==> src/verilog/stm_pkg.sv <==
// Package of constants for the supply threshold monitor
package stm_pkg;
    // ==========================================================
    // Register map
    localparam logic [15:0] STM_ADDR_CONTROL  = 16'h6264;
    localparam logic [15:0] STM_ADDR_INPUTSEL = 16'h6268;
    localparam logic [15:0] STM_ADDR_STATUS   = 16'h626c;
    // ==========================================================
    // Control register fields
    localparam int          STM_BIT_RESERVED  = 7;
    localparam int          STM_BIT_RESULT    = 6;
    localparam int          STM_LEVEL_HI      = 5;
    localparam int          STM_LEVEL_LO      = 1;
    localparam int          STM_BIT_PD        = 0;
    localparam logic [4:0]  STM_LEVEL_RESET   = 5'h1c;
    localparam logic        STM_PD_RESET      = 1'h1;
    localparam logic [4:0]  STM_LEVEL_MIN     = 5'h03;
    localparam logic [4:0]  STM_LEVEL_KNEE    = 5'h1a;
    localparam logic        STM_SEL_RESET     = 1'h0;
    // ==========================================================
    // Threshold ladder in millivolts
    localparam int          STM_BASE_MV       = 1930;
    localparam int          STM_FINE_STEP_MV  = 24;
    localparam int          STM_COARSE_STEP_MV = 169;
    // ==========================================================
    // Settling time
    localparam int          STM_SETTLE_NS     = 2000;
    localparam int          STM_CLK_HZ        = 10000000;
    localparam logic [1:0]  STM_RESP_OKAY     = 2'h0;
    localparam logic [1:0]  STM_RESP_SLVERR   = 2'h2;
endpackage : stm_pkg

==> src/verilog/stm_monitor.sv <==
// AXI4-Lite controlled supply threshold monitor
`timescale 1ns/1ps
`default_nettype none
module stm_monitor #(
    parameter int CLK_HZ = stm_pkg::STM_CLK_HZ
) (
    // Clock and reset
    input  wire logic        aclk,
    input  wire logic        aresetn,
    // AXI4-Lite write address
    input  wire logic [15:0] s_axi_awaddr,
    input  wire logic        s_axi_awvalid,
    output logic             s_axi_awready,
    // AXI4-Lite write data
    input  wire logic [31:0] s_axi_wdata,
    input  wire logic [3:0]  s_axi_wstrb,
    input  wire logic        s_axi_wvalid,
    output logic             s_axi_wready,
    // AXI4-Lite write response
    output logic [1:0]       s_axi_bresp,
    output logic             s_axi_bvalid,
    input  wire logic        s_axi_bready,
    // AXI4-Lite read address
    input  wire logic [15:0] s_axi_araddr,
    input  wire logic        s_axi_arvalid,
    output logic             s_axi_arready,
    // AXI4-Lite read data
    output logic [31:0]      s_axi_rdata,
    output logic [1:0]       s_axi_rresp,
    output logic             s_axi_rvalid,
    input  wire logic        s_axi_rready,
    // Analog comparator
    input  wire logic        compare_in,
    output logic             monitor_powerdown,
    output logic [4:0]       trigger_level,
    output logic             monitor_input_select
);
    import stm_pkg::*;

    // ==========================================================
    // Comparator input synchroniser
    logic [2:0] sync_reg;
    logic       compare_result_reg;
    always_ff @(posedge aclk) begin
        if (!aresetn) begin
            sync_reg           <= 3'h0;
            compare_result_reg <= 1'h0;
        end else begin
            sync_reg <= {sync_reg[1:0], compare_in};
            if (sync_reg[1] == sync_reg[2]) begin
                compare_result_reg <= sync_reg[2];
            end
        end
    end

    // ==========================================================
    // Settling timer
    logic pd_reg;
    logic settled;
    stm_settle_timer #(.CLK_HZ(CLK_HZ)) u_timer (
        .aclk      (aclk),
        .aresetn   (aresetn),
        .powerdown (pd_reg),
        .settled   (settled)
    );

    // ==========================================================
    // Write channel
    logic        aw_held_reg;
    logic        w_held_reg;
    logic [15:0] awaddr_reg;
    logic [7:0]  wbyte_reg;
    logic        bvalid_reg;
    logic [1:0]  bresp_reg;
    logic [4:0]  level_reg;
    logic        sel_reg;

    wire logic aw_take = s_axi_awvalid && !aw_held_reg && !bvalid_reg;
    wire logic w_take  = s_axi_wvalid && !w_held_reg && !bvalid_reg;
    wire logic aw_have = aw_held_reg || aw_take;
    wire logic w_have  = w_held_reg || w_take;
    wire logic wr_go   = aw_have && w_have && !bvalid_reg;
    wire logic [15:0] wr_addr = aw_held_reg ? awaddr_reg : s_axi_awaddr;
    wire logic [7:0]  wr_byte = w_held_reg ? wbyte_reg : s_axi_wdata[7:0];
    wire logic        wr_lane = w_held_reg ? 1'h1 : s_axi_wstrb[0];
    logic             wlane_reg;
    wire logic        wr_en   = w_held_reg ? wlane_reg : wr_lane;
    wire logic wr_ctl = wr_go && (wr_addr == STM_ADDR_CONTROL) && wr_en;
    wire logic wr_sel = wr_go && (wr_addr == STM_ADDR_INPUTSEL) && wr_en;
    wire logic wr_ok  = (wr_addr == STM_ADDR_CONTROL)
                     || (wr_addr == STM_ADDR_INPUTSEL);
    wire logic aw_held_next = wr_go ? 1'h0 : aw_have;
    wire logic w_held_next  = wr_go ? 1'h0 : w_have;
    wire logic bvalid_next  = wr_go || (bvalid_reg && !s_axi_bready);

    always_ff @(posedge aclk) begin
        if (!aresetn) begin
            aw_held_reg <= 1'h0;
            w_held_reg  <= 1'h0;
            awaddr_reg  <= 16'h0000;
            wbyte_reg   <= 8'h00;
            wlane_reg   <= 1'h0;
            bvalid_reg  <= 1'h0;
            bresp_reg   <= STM_RESP_OKAY;
        end else begin
            if (aw_take) begin
                awaddr_reg <= s_axi_awaddr;
            end
            if (w_take) begin
                wbyte_reg <= s_axi_wdata[7:0];
                wlane_reg <= s_axi_wstrb[0];
            end
            if (wr_go) begin
                aw_held_reg <= 1'h0;
                w_held_reg  <= 1'h0;
                bvalid_reg  <= 1'h1;
                bresp_reg   <= wr_ok ? STM_RESP_OKAY : STM_RESP_SLVERR;
            end else begin
                aw_held_reg <= aw_have;
                w_held_reg  <= w_have;
                if (bvalid_reg && s_axi_bready) begin
                    bvalid_reg <= 1'h0;
                end
            end
        end
    end

    // ==========================================================
    // Control and input select registers
    always_ff @(posedge aclk) begin
        if (!aresetn) begin
            level_reg <= STM_LEVEL_RESET;
            pd_reg    <= STM_PD_RESET;
            sel_reg   <= STM_SEL_RESET;
        end else begin
            if (wr_ctl) begin
                level_reg <= wr_byte[STM_LEVEL_HI:STM_LEVEL_LO];
                pd_reg    <= wr_byte[STM_BIT_PD];
            end
            if (wr_sel) begin
                sel_reg <= wr_byte[0];
            end
        end
    end

    // ==========================================================
    // Read channel
    logic        rvalid_reg;
    logic [31:0] rdata_reg;
    logic [1:0]  rresp_reg;

    wire logic result_bit = compare_result_reg && !pd_reg && settled;
    wire logic [7:0] ctl_word = {1'h0, result_bit, level_reg, pd_reg};
    wire logic level_low = (level_reg < STM_LEVEL_MIN);
    wire logic coarse    = (level_reg > STM_LEVEL_KNEE);
    wire logic [31:0] status_word = {28'h0000000, coarse, level_low,
                                     settled, !pd_reg};
    wire logic rd_take = s_axi_arvalid && !rvalid_reg;
    wire logic rvalid_next = rd_take || (rvalid_reg && !s_axi_rready);

    always_ff @(posedge aclk) begin
        if (!aresetn) begin
            rvalid_reg <= 1'h0;
            rdata_reg  <= 32'h00000000;
            rresp_reg  <= STM_RESP_OKAY;
        end else if (rd_take) begin
            rvalid_reg <= 1'h1;
            rresp_reg  <= STM_RESP_OKAY;
            unique case (s_axi_araddr)
                STM_ADDR_CONTROL:  rdata_reg <= {24'h000000, ctl_word};
                STM_ADDR_INPUTSEL: rdata_reg <= {31'h00000000, sel_reg};
                STM_ADDR_STATUS:   rdata_reg <= status_word;
                default: begin
                    rdata_reg <= 32'h00000000;
                    rresp_reg <= STM_RESP_SLVERR;
                end
            endcase
        end else if (rvalid_reg && s_axi_rready) begin
            rvalid_reg <= 1'h0;
        end
    end

    // ==========================================================
    // Outputs from flip-flops
    logic awready_reg;
    logic wready_reg;
    logic arready_reg;
    always_ff @(posedge aclk) begin
        if (!aresetn) begin
            awready_reg <= 1'h1;
            wready_reg  <= 1'h1;
            arready_reg <= 1'h1;
        end else begin
            // Readies follow the next channel state, one flop deep
            awready_reg <= !aw_held_next && !bvalid_next;
            wready_reg  <= !w_held_next && !bvalid_next;
            arready_reg <= !rvalid_next;
        end
    end

    assign s_axi_awready        = awready_reg;
    assign s_axi_wready         = wready_reg;
    assign s_axi_arready        = arready_reg;
    assign s_axi_bvalid         = bvalid_reg;
    assign s_axi_bresp          = bresp_reg;
    assign s_axi_rvalid         = rvalid_reg;
    assign s_axi_rdata          = rdata_reg;
    assign s_axi_rresp          = rresp_reg;
    assign monitor_powerdown    = pd_reg;
    assign trigger_level        = level_reg;
    assign monitor_input_select = sel_reg;
endmodule // stm_monitor
`default_nettype wire

==> src/verilog/stm_settle_timer.sv <==
// Settling timer counting enabled cycles of the comparator
`timescale 1ns/1ps
`default_nettype none
module stm_settle_timer #(
    parameter int CLK_HZ = stm_pkg::STM_CLK_HZ
) (
    // Clock and reset
    input  wire logic aclk,
    input  wire logic aresetn,
    // Control and status
    input  wire logic powerdown,
    output logic      settled
);
    import stm_pkg::*;
    // Least time rounds up
    localparam longint CYCLES =
        (longint'(STM_SETTLE_NS) * CLK_HZ + 999999999) / 1000000000;
    localparam int SETTLE_CYCLES = (CYCLES < 1) ? 1 : int'(CYCLES);
    localparam int CW = $clog2(SETTLE_CYCLES + 1);
    localparam logic [CW-1:0] LAST = CW'(SETTLE_CYCLES);

    logic [CW-1:0] count_reg;
    wire  logic    done = (count_reg == LAST);

    always_ff @(posedge aclk) begin
        if (!aresetn || powerdown) begin
            count_reg <= '0;
        end else if (!done) begin
            count_reg <= count_reg + CW'(1);
        end
    end

    assign settled = done;
endmodule // stm_settle_timer
`default_nettype wire

==> config.mk <==
export PLATFORM = sky130hd
export DESIGN_NAME = stm_monitor
export DESIGN_NICKNAME = d
export VERILOG_FILES = /design/src/verilog/stm_pkg.sv /design/src/verilog/stm_monitor.sv /design/src/verilog/stm_settle_timer.sv
export SDC_FILE = /design/constraint.sdc
export NUM_CORES = 1
export LEC_CHECK = 0
export ABC_AREA = 1
export BUFFER_PORTS_ARGS = -buffer_cell sky130_fd_sc_hd__buf_2
export CORE_MARGIN = 2
export CORE_UTILIZATION = 30
export CTS_CLUSTER_SIZE = 12
export DETAILED_ROUTE_END_ITERATION = 7
export PLACE_DENSITY_LB_ADDON = 0.05
export SKIP_LAST_GASP = 1
export SLEW_MARGIN = 20
export SYNTH_ARGS = -nofsm -noshare
export SYNTH_HDL_FRONTEND = slang
export SYNTH_SLANG_ARGS = --single-unit
==> constraint.sdc <==
create_clock -name aclk -period 4 [get_ports aclk]
set_input_delay 0.8 -clock aclk [delete_from_list [all_inputs] [get_ports aclk]]
set_output_delay 0.8 -clock aclk [all_outputs]
set_load 0.03 [all_outputs]
==> results of run 1 <==
[cell type report]
cell class | instances | area [µm²] | area share, %
Tap cell | 108 | 135 | 4.37
Clock buffer | 6 | 82.6 | 2.67
Sequential cell | 55 | 1100 | 35.6
Inverter | 53 | 199 | 6.43
Multi-Input combinational cell | 258 | 1220 | 39.4
Timing Repair Buffer | 69 | 350 | 11.3
Clock inverter | 1 | 5.00 | 0.162
[worst max-delay path: cells and delay by family]
family / cells / cell delay, ns
AND/OR/NAND/NOR: 2 / 0.25
buffers and inverters: 4 / 0.76
AO/OA/AOI/OAI: 1 / 0.16
[kinds of logic (layout without fill, tap and decap cells)]
| family | Yosys count | in the layout | share of synthesized area [%] |
|---|---|---|---|
| multiplexers | 2 | 2 | 0.753 |
| XOR/XNOR | 3 | 3 | 0.988 |
| flip-flops | 55 | 55 | 41.4 |
| adder cells (fa/ha/maj) | 2 | 2 | 0.941 |
| other | 1 | 27 | 0.141 |
| AND/OR/NAND/NOR | 154 | 154 | 25.7 |
| buffers and inverters | 90 | 129 | 16.6 |
| AO/OA/AOI/OAI | 70 | 70 | 13.4 |
[layout by cell type, fill, tap and decap left out, types with 2 or more instances in the layout]
master    Yosys  layout
a21oi_1      30      30
buf_2         2      67
buf_4        27       2
clkbuf_8      0       6
conb_1        1      27
dfxtp_1      55      55
ha_1          2       2
inv_1        52      52
mux2i_1       2       2
nand2_1      62      62
nand2_2       2       2
nand3_1      23      23
nand4_1       9       9
nor2_1       48      48
nor2_4        2       2
o21ai_0      38      38
xor2_1        2       2
[power by group through the flow]
stage | Clock [mW] | Sequential [mW] | Combinational [mW]
after global placement | 0 | 0.634 | 0.235
final | 0.315 | 0.622 | 0.235
after detailed placement | 0 | 0.636 | 0.238
after global routing | 0.361 | 0.629 | 0.266
after floorplan | 0 | 0.650 | 0.172
after CTS | 0.337 | 0.623 | 0.239
[routing by layer]
| layer | GRT usage, % | wire (µm) |
|---|---|---|
| met5 | 0 | 0 |
| met4 | 3.79 | 74 |
| met3 | 3.15 | 408 |
| met2 | 19.8 | 2660 |
| met1 | 18.3 | 3020 |
[path summary, 6_finish.rpt]
check	startpoint	end	cells past startpoint
max	aresetn	s_axi_wready	7
min	sync_reg[0]	sync_reg[1]	2
max reg2reg	w_held_reg	s_axi_wready	9
min reg2reg	sync_reg[0]	sync_reg[1]	2
==> impl_metrics.toml, run 1 <==
[floorplanning]
fp.dieH_um = 98.1
num_rows = 34
initial_utilization_pct = 30.6
core_um2 = 8680
die_area_um2 = 9630
die_w_um = 98.1
ioPinCount = 124

[setup_path]
slowest_stage = "buf_4"
crit_chain = "buf_2 > buf_4 > inv_1 > nor2_1 > inv_1 > a21oi_1 > nor2_1"
path_class = "primary input to flip-flop"
cp_data_required_time_ns = 4.19
slowest_delay_ns = 0.36
worstSetupEndpointType = "flip-flop"
path_max_fanout = 41
reg2reg_slack_ns = 2.33
cp.arrival_ns = 1.99
cp-start-kind = "primary input"

[timing]
fin_hold_ws_ns = 0.422
setup-tns-final_ns = 0
max_freq_mhz = 556
post-route-min-period_ns = 1.80
rsz0062_at_grt = "no"
finalSetupViolations = 0
fin_crit_sh_pct = 44.9
hold_violations = 0
drv_slew = 0
setup_ws_ns = 2.20
skew_ns = 0.00912

[global_routing]
grt_pass1_vias = 2180
antenna_found_initial = 0
grt_max_degree = 42
grt_pass1_wl_mm = 10.4
grt_usage_pct = 13.0
grt_overflow_total = 0

[logic_synthesis]
syn_area_um2 = 2660
ys_ff_latch = 55
yosys_warnings = 0
ys.flop_type = "dfxtp_1"
synth_most_common_cell = "nand2_1"
avgSynthCellArea_um2 = 7.05
seq_area_frac_synth_pct = 41.4
ys_top_cells_by_count = "nand2_1 (62), dfxtp_1 (55), inv_1 (52)"
synth_top_area_share_pct = 41.4
synth.area.top_cells = "dfxtp_1 (41%), nand2_1 (8.8%), buf_4 (7.6%)"
yosysTopAreaCell = "dfxtp_1"
synth_edf_count = 0
synth_cells = 377
async_flop_share_pct = 0
synth.distinct_cells = 29

[cells_and_area]
antenna_cells = 0
finalNetCount = 520
nFillCells = 977
largest_register_ffs = 16
area_delta_synth_final_pct = 16.3
drive_above_1_share_pct = 19.7
fin_util_pct = 35.6
stdcell_count = 550
stdcell_area_um2 = 3090

[clock_tree]
clk_path_buf_depth = 2
cts_resized = 0
cts_hold_buf = 0
clk_pin_slew_ns = 0.09
clock-root-buffer = "clkbuf_8"
cts.sinks = 55
cts_tree = "done"
post-cts-setup-buffers = 0
clk_latency_ns = 0.30
h-tree-depth = 2
cts_buffers = 5

[run]
maxCapViolCount = 0

[placed_design]
io_buffer_count = 67
pre_cts_ws_ns = 1.86
place_congestion = 0.839
place_area_um2 = 3000
dp_cells = 543
place_hpwl_mm = 4.58

[pwr]
internal_power_uw = 801
report.power.total_mw = 1.17
power_density_nw_per_um2 = 379
pwr-share-seq_pct = 53.1
clkPwrFrac_pct = 26.9
peakVddDrop_mv = 0.188
switching_power_uw = 371
leakage_nw = 1.51
combPwrFrac_pct = 20.0
swShare_pct = 31.7

[routing]
dr.first_iter.drc_count = 30
drt-total-wl_mm = 6.16
vias = 2411
ant_nets = 0
drc = 0
dr.pass1.iters = 4
wire_per_inst_um = 11.2
viasPerCell = 4.38

[status]
outcome = "finished, final reports clean"

[worst_hold_path]
hold_path_class = "flip-flop to flip-flop"
Note: power is estimated with default switching activity, not from simulation.
==> run 2, diff against run 1 <==
clock period = 1.7 ns   (was 4 ns; I/O delays follow)
==> impl_metrics.toml, run 2 (same netlist as run 1, synthesis figures left out) <==
[global_routing]
antenna_found_initial = 0
grt_max_degree = 41
grt_usage_pct = 12.7
grt_overflow_total = 0
grt_pass1_wl_mm = 10.0
grt_pass1_vias = 2198

[run]
maxCapViolCount = 0

[cells_and_area]
finalNetCount = 522
stdcell_area_um2 = 3140
drive_above_1_share_pct = 20.4
largest_register_ffs = 16
stdcell_count = 553
antenna_cells = 0
area_delta_synth_final_pct = 18.0
layout_commonest_cell = "buf_2"
final_cell_mix = "buf_2 (67), nand2_1 (62), dfxtp_1 (54)"

[routing]
drc = 0
dr.pass1.iters = 4
drt-total-wl_mm = 6.05
viasPerCell = 4.31
wire_per_inst_um = 10.9
dr.first_iter.drc_count = 73
vias = 2383
ant_nets = 0

[pwr]
report.power.total_mw = 2.93
power_density_nw_per_um2 = 934
leakage_nw = 1.54
peakVddDrop_mv = 0.386
combPwrFrac_pct = 19.3
pwr-share-seq_pct = 49.6
clkPwrFrac_pct = 31.0
switching_power_uw = 884
swShare_pct = 30.2
internal_power_mw = 2.05

[timing]
hold_violations = 0
setup_ws_ns = 0.268
setup-tns-final_ns = 0
skew_ns = 0.00761
finalSetupViolations = 0
post-route-min-period_ns = 1.43
drv_slew = 0
max_freq_mhz = 698
fin_crit_sh_pct = 84.2
rsz0062_at_grt = "no"

[placed_design]
pre_cts_ws_ns = 0.170
dp_cells = 545
place_congestion = 0.761
io_buffer_count = 67
place_hpwl_mm = 4.51
place_area_um2 = 3020

[clock_tree]
clock-root-buffer = "clkbuf_8"
h-tree-depth = 2
clk_pin_slew_ns = 0.10
post-cts-setup-buffers = 0
cts_tree = "done"
cts_buffers = 5
cts_resized = 0
clk_path_buf_depth = 2
cts.sinks = 55
clk_latency_ns = 0.31
cts_hold_buf = 0

[setup_path]
path_max_fanout = 8
cp.arrival_ns = 1.63
worstSetupEndpointType = "flip-flop"
path_class = "flip-flop to flip-flop"
cp_data_required_time_ns = 1.90
cp-start-kind = "flip-flop"

[status]
outcome = "finished, final reports clean"

[floorplanning]
fp.dieH_um = 98.1
die_area_um2 = 9630
core_um2 = 8680
num_rows = 34
die_w_um = 98.1
ioPinCount = 124
initial_utilization_pct = 30.6

[worst_hold_path]
hold_path_class = "primary input to flip-flop"
## run 2: layer usage
| metal | part of all wire, % | vias up | track usage (%) |
|---|---|---|---|
| met5 | 0 | - | 0 |
| met4 | 0.94 | 0 | 3.16 |
| met3 | 6.5 | 4 | 3.65 |
| met2 | 44 | 69 | 20.4 |
| met1 | 49 | 1035 | 16.7 |
| li1 | - | 1275 | - |
## run 2: path summary, 6_finish.rpt
path | startpoint | to | slack (ns) | cells past startpoint
worst max-delay path | aw_held_reg | monitor_powerdown | 0.27 | 8
worst min-delay path | compare_in | sync_reg[0] | 0.21 | 3
worst min register to register | sync_reg[0] | sync_reg[1] | 0.42 | 2
worst max register to register | aw_held_reg | monitor_powerdown | 0.27 | 8
## run 2: stage by stage
stage | utilization, % | hold slack (ns)
after floorplan | - | 0.390
after global placement | 34.8 | 0.402
after detailed placement | 34.8 | 0.399
after CTS | 36.1 | 0.203
after global routing | 36.2 | 0.228
final | 36.2 | 0.214
## run 2: layout make-up
type / instances / area [µm²]
clock buffers: 6 / 82.6
clock inverters: 2 / 35.0
fillers: 946 / 5540
inverters: 53 / 199
multi-input cells: 258 / 1220
flip-flops and latches: 55 / 1100
well taps: 108 / 135
repair buffers: 71 / 365
## run 2: power groups by stage
stage / Combinational, mW / Sequential, mW / Clock, mW
final: 0.567 / 1.45 / 0.909
after global routing: 0.641 / 1.47 / 1.01
after CTS: 0.575 / 1.45 / 0.962
after detailed placement: 0.572 / 1.48 / 0
after global placement: 0.568 / 1.48 / 0
after floorplan: 0.404 / 1.53 / 0
## run 2: critical path, cell delays in order, from the launching register on
cell	delay (ns)
dfxtp_2	0.38
inv_2	0.14
nand3_1	0.09
nand2_1	0.08
nand3_1	0.12
nor2_4	0.22
nand3_4	0.14
nand2_1	0.09
nand3_1	0.06
==> run 3, diff against run 2 <==
clock period = 1.5 ns   (was 1.7 ns; I/O delays follow)
==> impl_metrics.toml, run 3 (same netlist as run 1, synthesis figures left out) <==
[status]
outcome = "finished, final reports clean"

[cells_and_area]
area_delta_synth_final_pct = 20.7
layout_commonest_cell = "buf_2"
final_cell_mix = "buf_2 (67), nand2_1 (61), dfxtp_1 (53)"
stdcell_area_um2 = 3210
antenna_cells = 0
finalNetCount = 529
largest_register_ffs = 16
drive_above_1_share_pct = 22.8

[floorplanning]
fp.dieH_um = 98.1
die_w_um = 98.1
initial_utilization_pct = 30.6
num_rows = 34
die_area_um2 = 9630
ioPinCount = 124
core_um2 = 8680

[clock_tree]
post-cts-setup-buffers = 0
clk_pin_slew_ns = 0.11
cts.sinks = 55
clk_path_buf_depth = 2
cts_tree = "done"
clock-root-buffer = "clkbuf_8"
cts_buffers = 5
cts_hold_buf = 0
clk_latency_ns = 0.31
h-tree-depth = 2

[timing]
setup-tns-final_ns = 0
post-route-min-period_ns = 1.37
max_freq_mhz = 728
fin_hold_ws_ns = 0.185
fin_crit_sh_pct = 91.5
drv_slew = 0
finalSetupViolations = 0
setup_ws_ns = 0.127
skew_ns = 0.0102
hold_violations = 0

[pwr]
swShare_pct = 31.9
combPwrFrac_pct = 21.4
pwr-share-seq_pct = 51.3
clkPwrFrac_pct = 27.3
switching_power_mw = 1.02
internal_power_mw = 2.19
power_density_nw_per_um2 = 1000
leakage_nw = 1.57
peakVddDrop_mv = 0.537

[global_routing]
antenna_found_initial = 0
grt_max_degree = 33
grt_overflow_total = 0
grt_pass1_wl_mm = 9.91
grt_pass1_vias = 2158
grt_usage_pct = 12.5

[routing]
drt-total-wl_mm = 6.18
wire_per_inst_um = 11.0
dr.pass1.iters = 4
ant_nets = 0
drc = 0
dr.first_iter.drc_count = 50
vias = 2416
viasPerCell = 4.31

[worst_hold_path]
hold_path_class = "primary input to flip-flop"

[setup_path]
path_class = "flip-flop to flip-flop"
cp_data_required_time_ns = 1.70
worstSetupEndpointType = "flip-flop"
cp-start-kind = "flip-flop"
cp.arrival_ns = 1.58
path_max_fanout = 7

[placed_design]
place_hpwl_mm = 4.62
pre_cts_ws_ns = -0.0232
place_area_um2 = 3070
place_congestion = 0.781
io_buffer_count = 67

[run]
maxCapViolCount = 0
-- run 3: final timing paths --
| path | startpoint | end | slack [ns] | cells after the start |
|---|---|---|---|---|
| min reg2reg | sync_reg[0] | sync_reg[1] | 0.42 | 2 |
| max | aw_held_reg | monitor_powerdown | 0.13 | 7 |
| max reg2reg | aw_held_reg | monitor_powerdown | 0.13 | 7 |
| min | compare_in | sync_reg[0] | 0.18 | 3 |
-- run 3: power by group through the flow --
| stage | clock network, mW | logic, mW | registers, mW |
|---|---|---|---|
| 6_report | 0.876 | 0.687 | 1.65 |
| 5_1_grt | 0.979 | 0.770 | 1.67 |
| 4_1_cts | 0.938 | 0.686 | 1.65 |
| 3_5_place_dp | 0 | 0.683 | 1.68 |
| 3_3_place_gp | 0 | 0.681 | 1.68 |
| 2_1_floorplan | 0 | 0.458 | 1.73 |
-- run 3: critical path: stages (launching register included) --
cell and delay (ns):
dfxtp_4 0.40, buf_4 0.15, nor3b_4 0.17, nand3_2 0.16, nand2_4 0.15, nand3_4 0.11
nand2_1 0.08, nand3_1 0.06
-- run 3: final cells by class --
| cell class | instances | area [µm²] |
|---|---|---|
| fillers | 973 | 5470 |
| clock buffers | 6 | 82.6 |
| multi-input cells | 259 | 1250 |
| inverters | 53 | 204 |
| flip-flops and latches | 55 | 1110 |
| clock inverters | 2 | 16.3 |
| well taps | 108 | 135 |
| repair buffers | 77 | 410 |
-- run 3: metrics by stage --
step           std cells  power (mW)  util, %
3_3_place_gp         552        2.36     35.4
5_1_grt              560        3.41     37.0
4_1_cts              560        3.27     36.6
2_1_floorplan        403        2.19        -
3_5_place_dp         552        2.36     35.4
6_report             560        3.21     37.0
-- run 3: what timing repair did --
item | 4_1_cts | 5_1_grt
cloned | 0 | 1
endpoints found under the setup margin | 7 | 9
pin swaps | 1 | 8
endpoints found under the hold margin | 0 | 0
gates resized for setup | 3 | 8
-- run 3: per-layer routing --
layer	GRT usage [%]	wire, µm	up-vias	part of all wire (%)
met3	2.93	387	5	6.3
met4	3.79	59	0	0.96
li1	-	-	1286	-
met1	17.1	3070	1057	50
met2	19.7	2660	68	43
met5	0	0	-	0
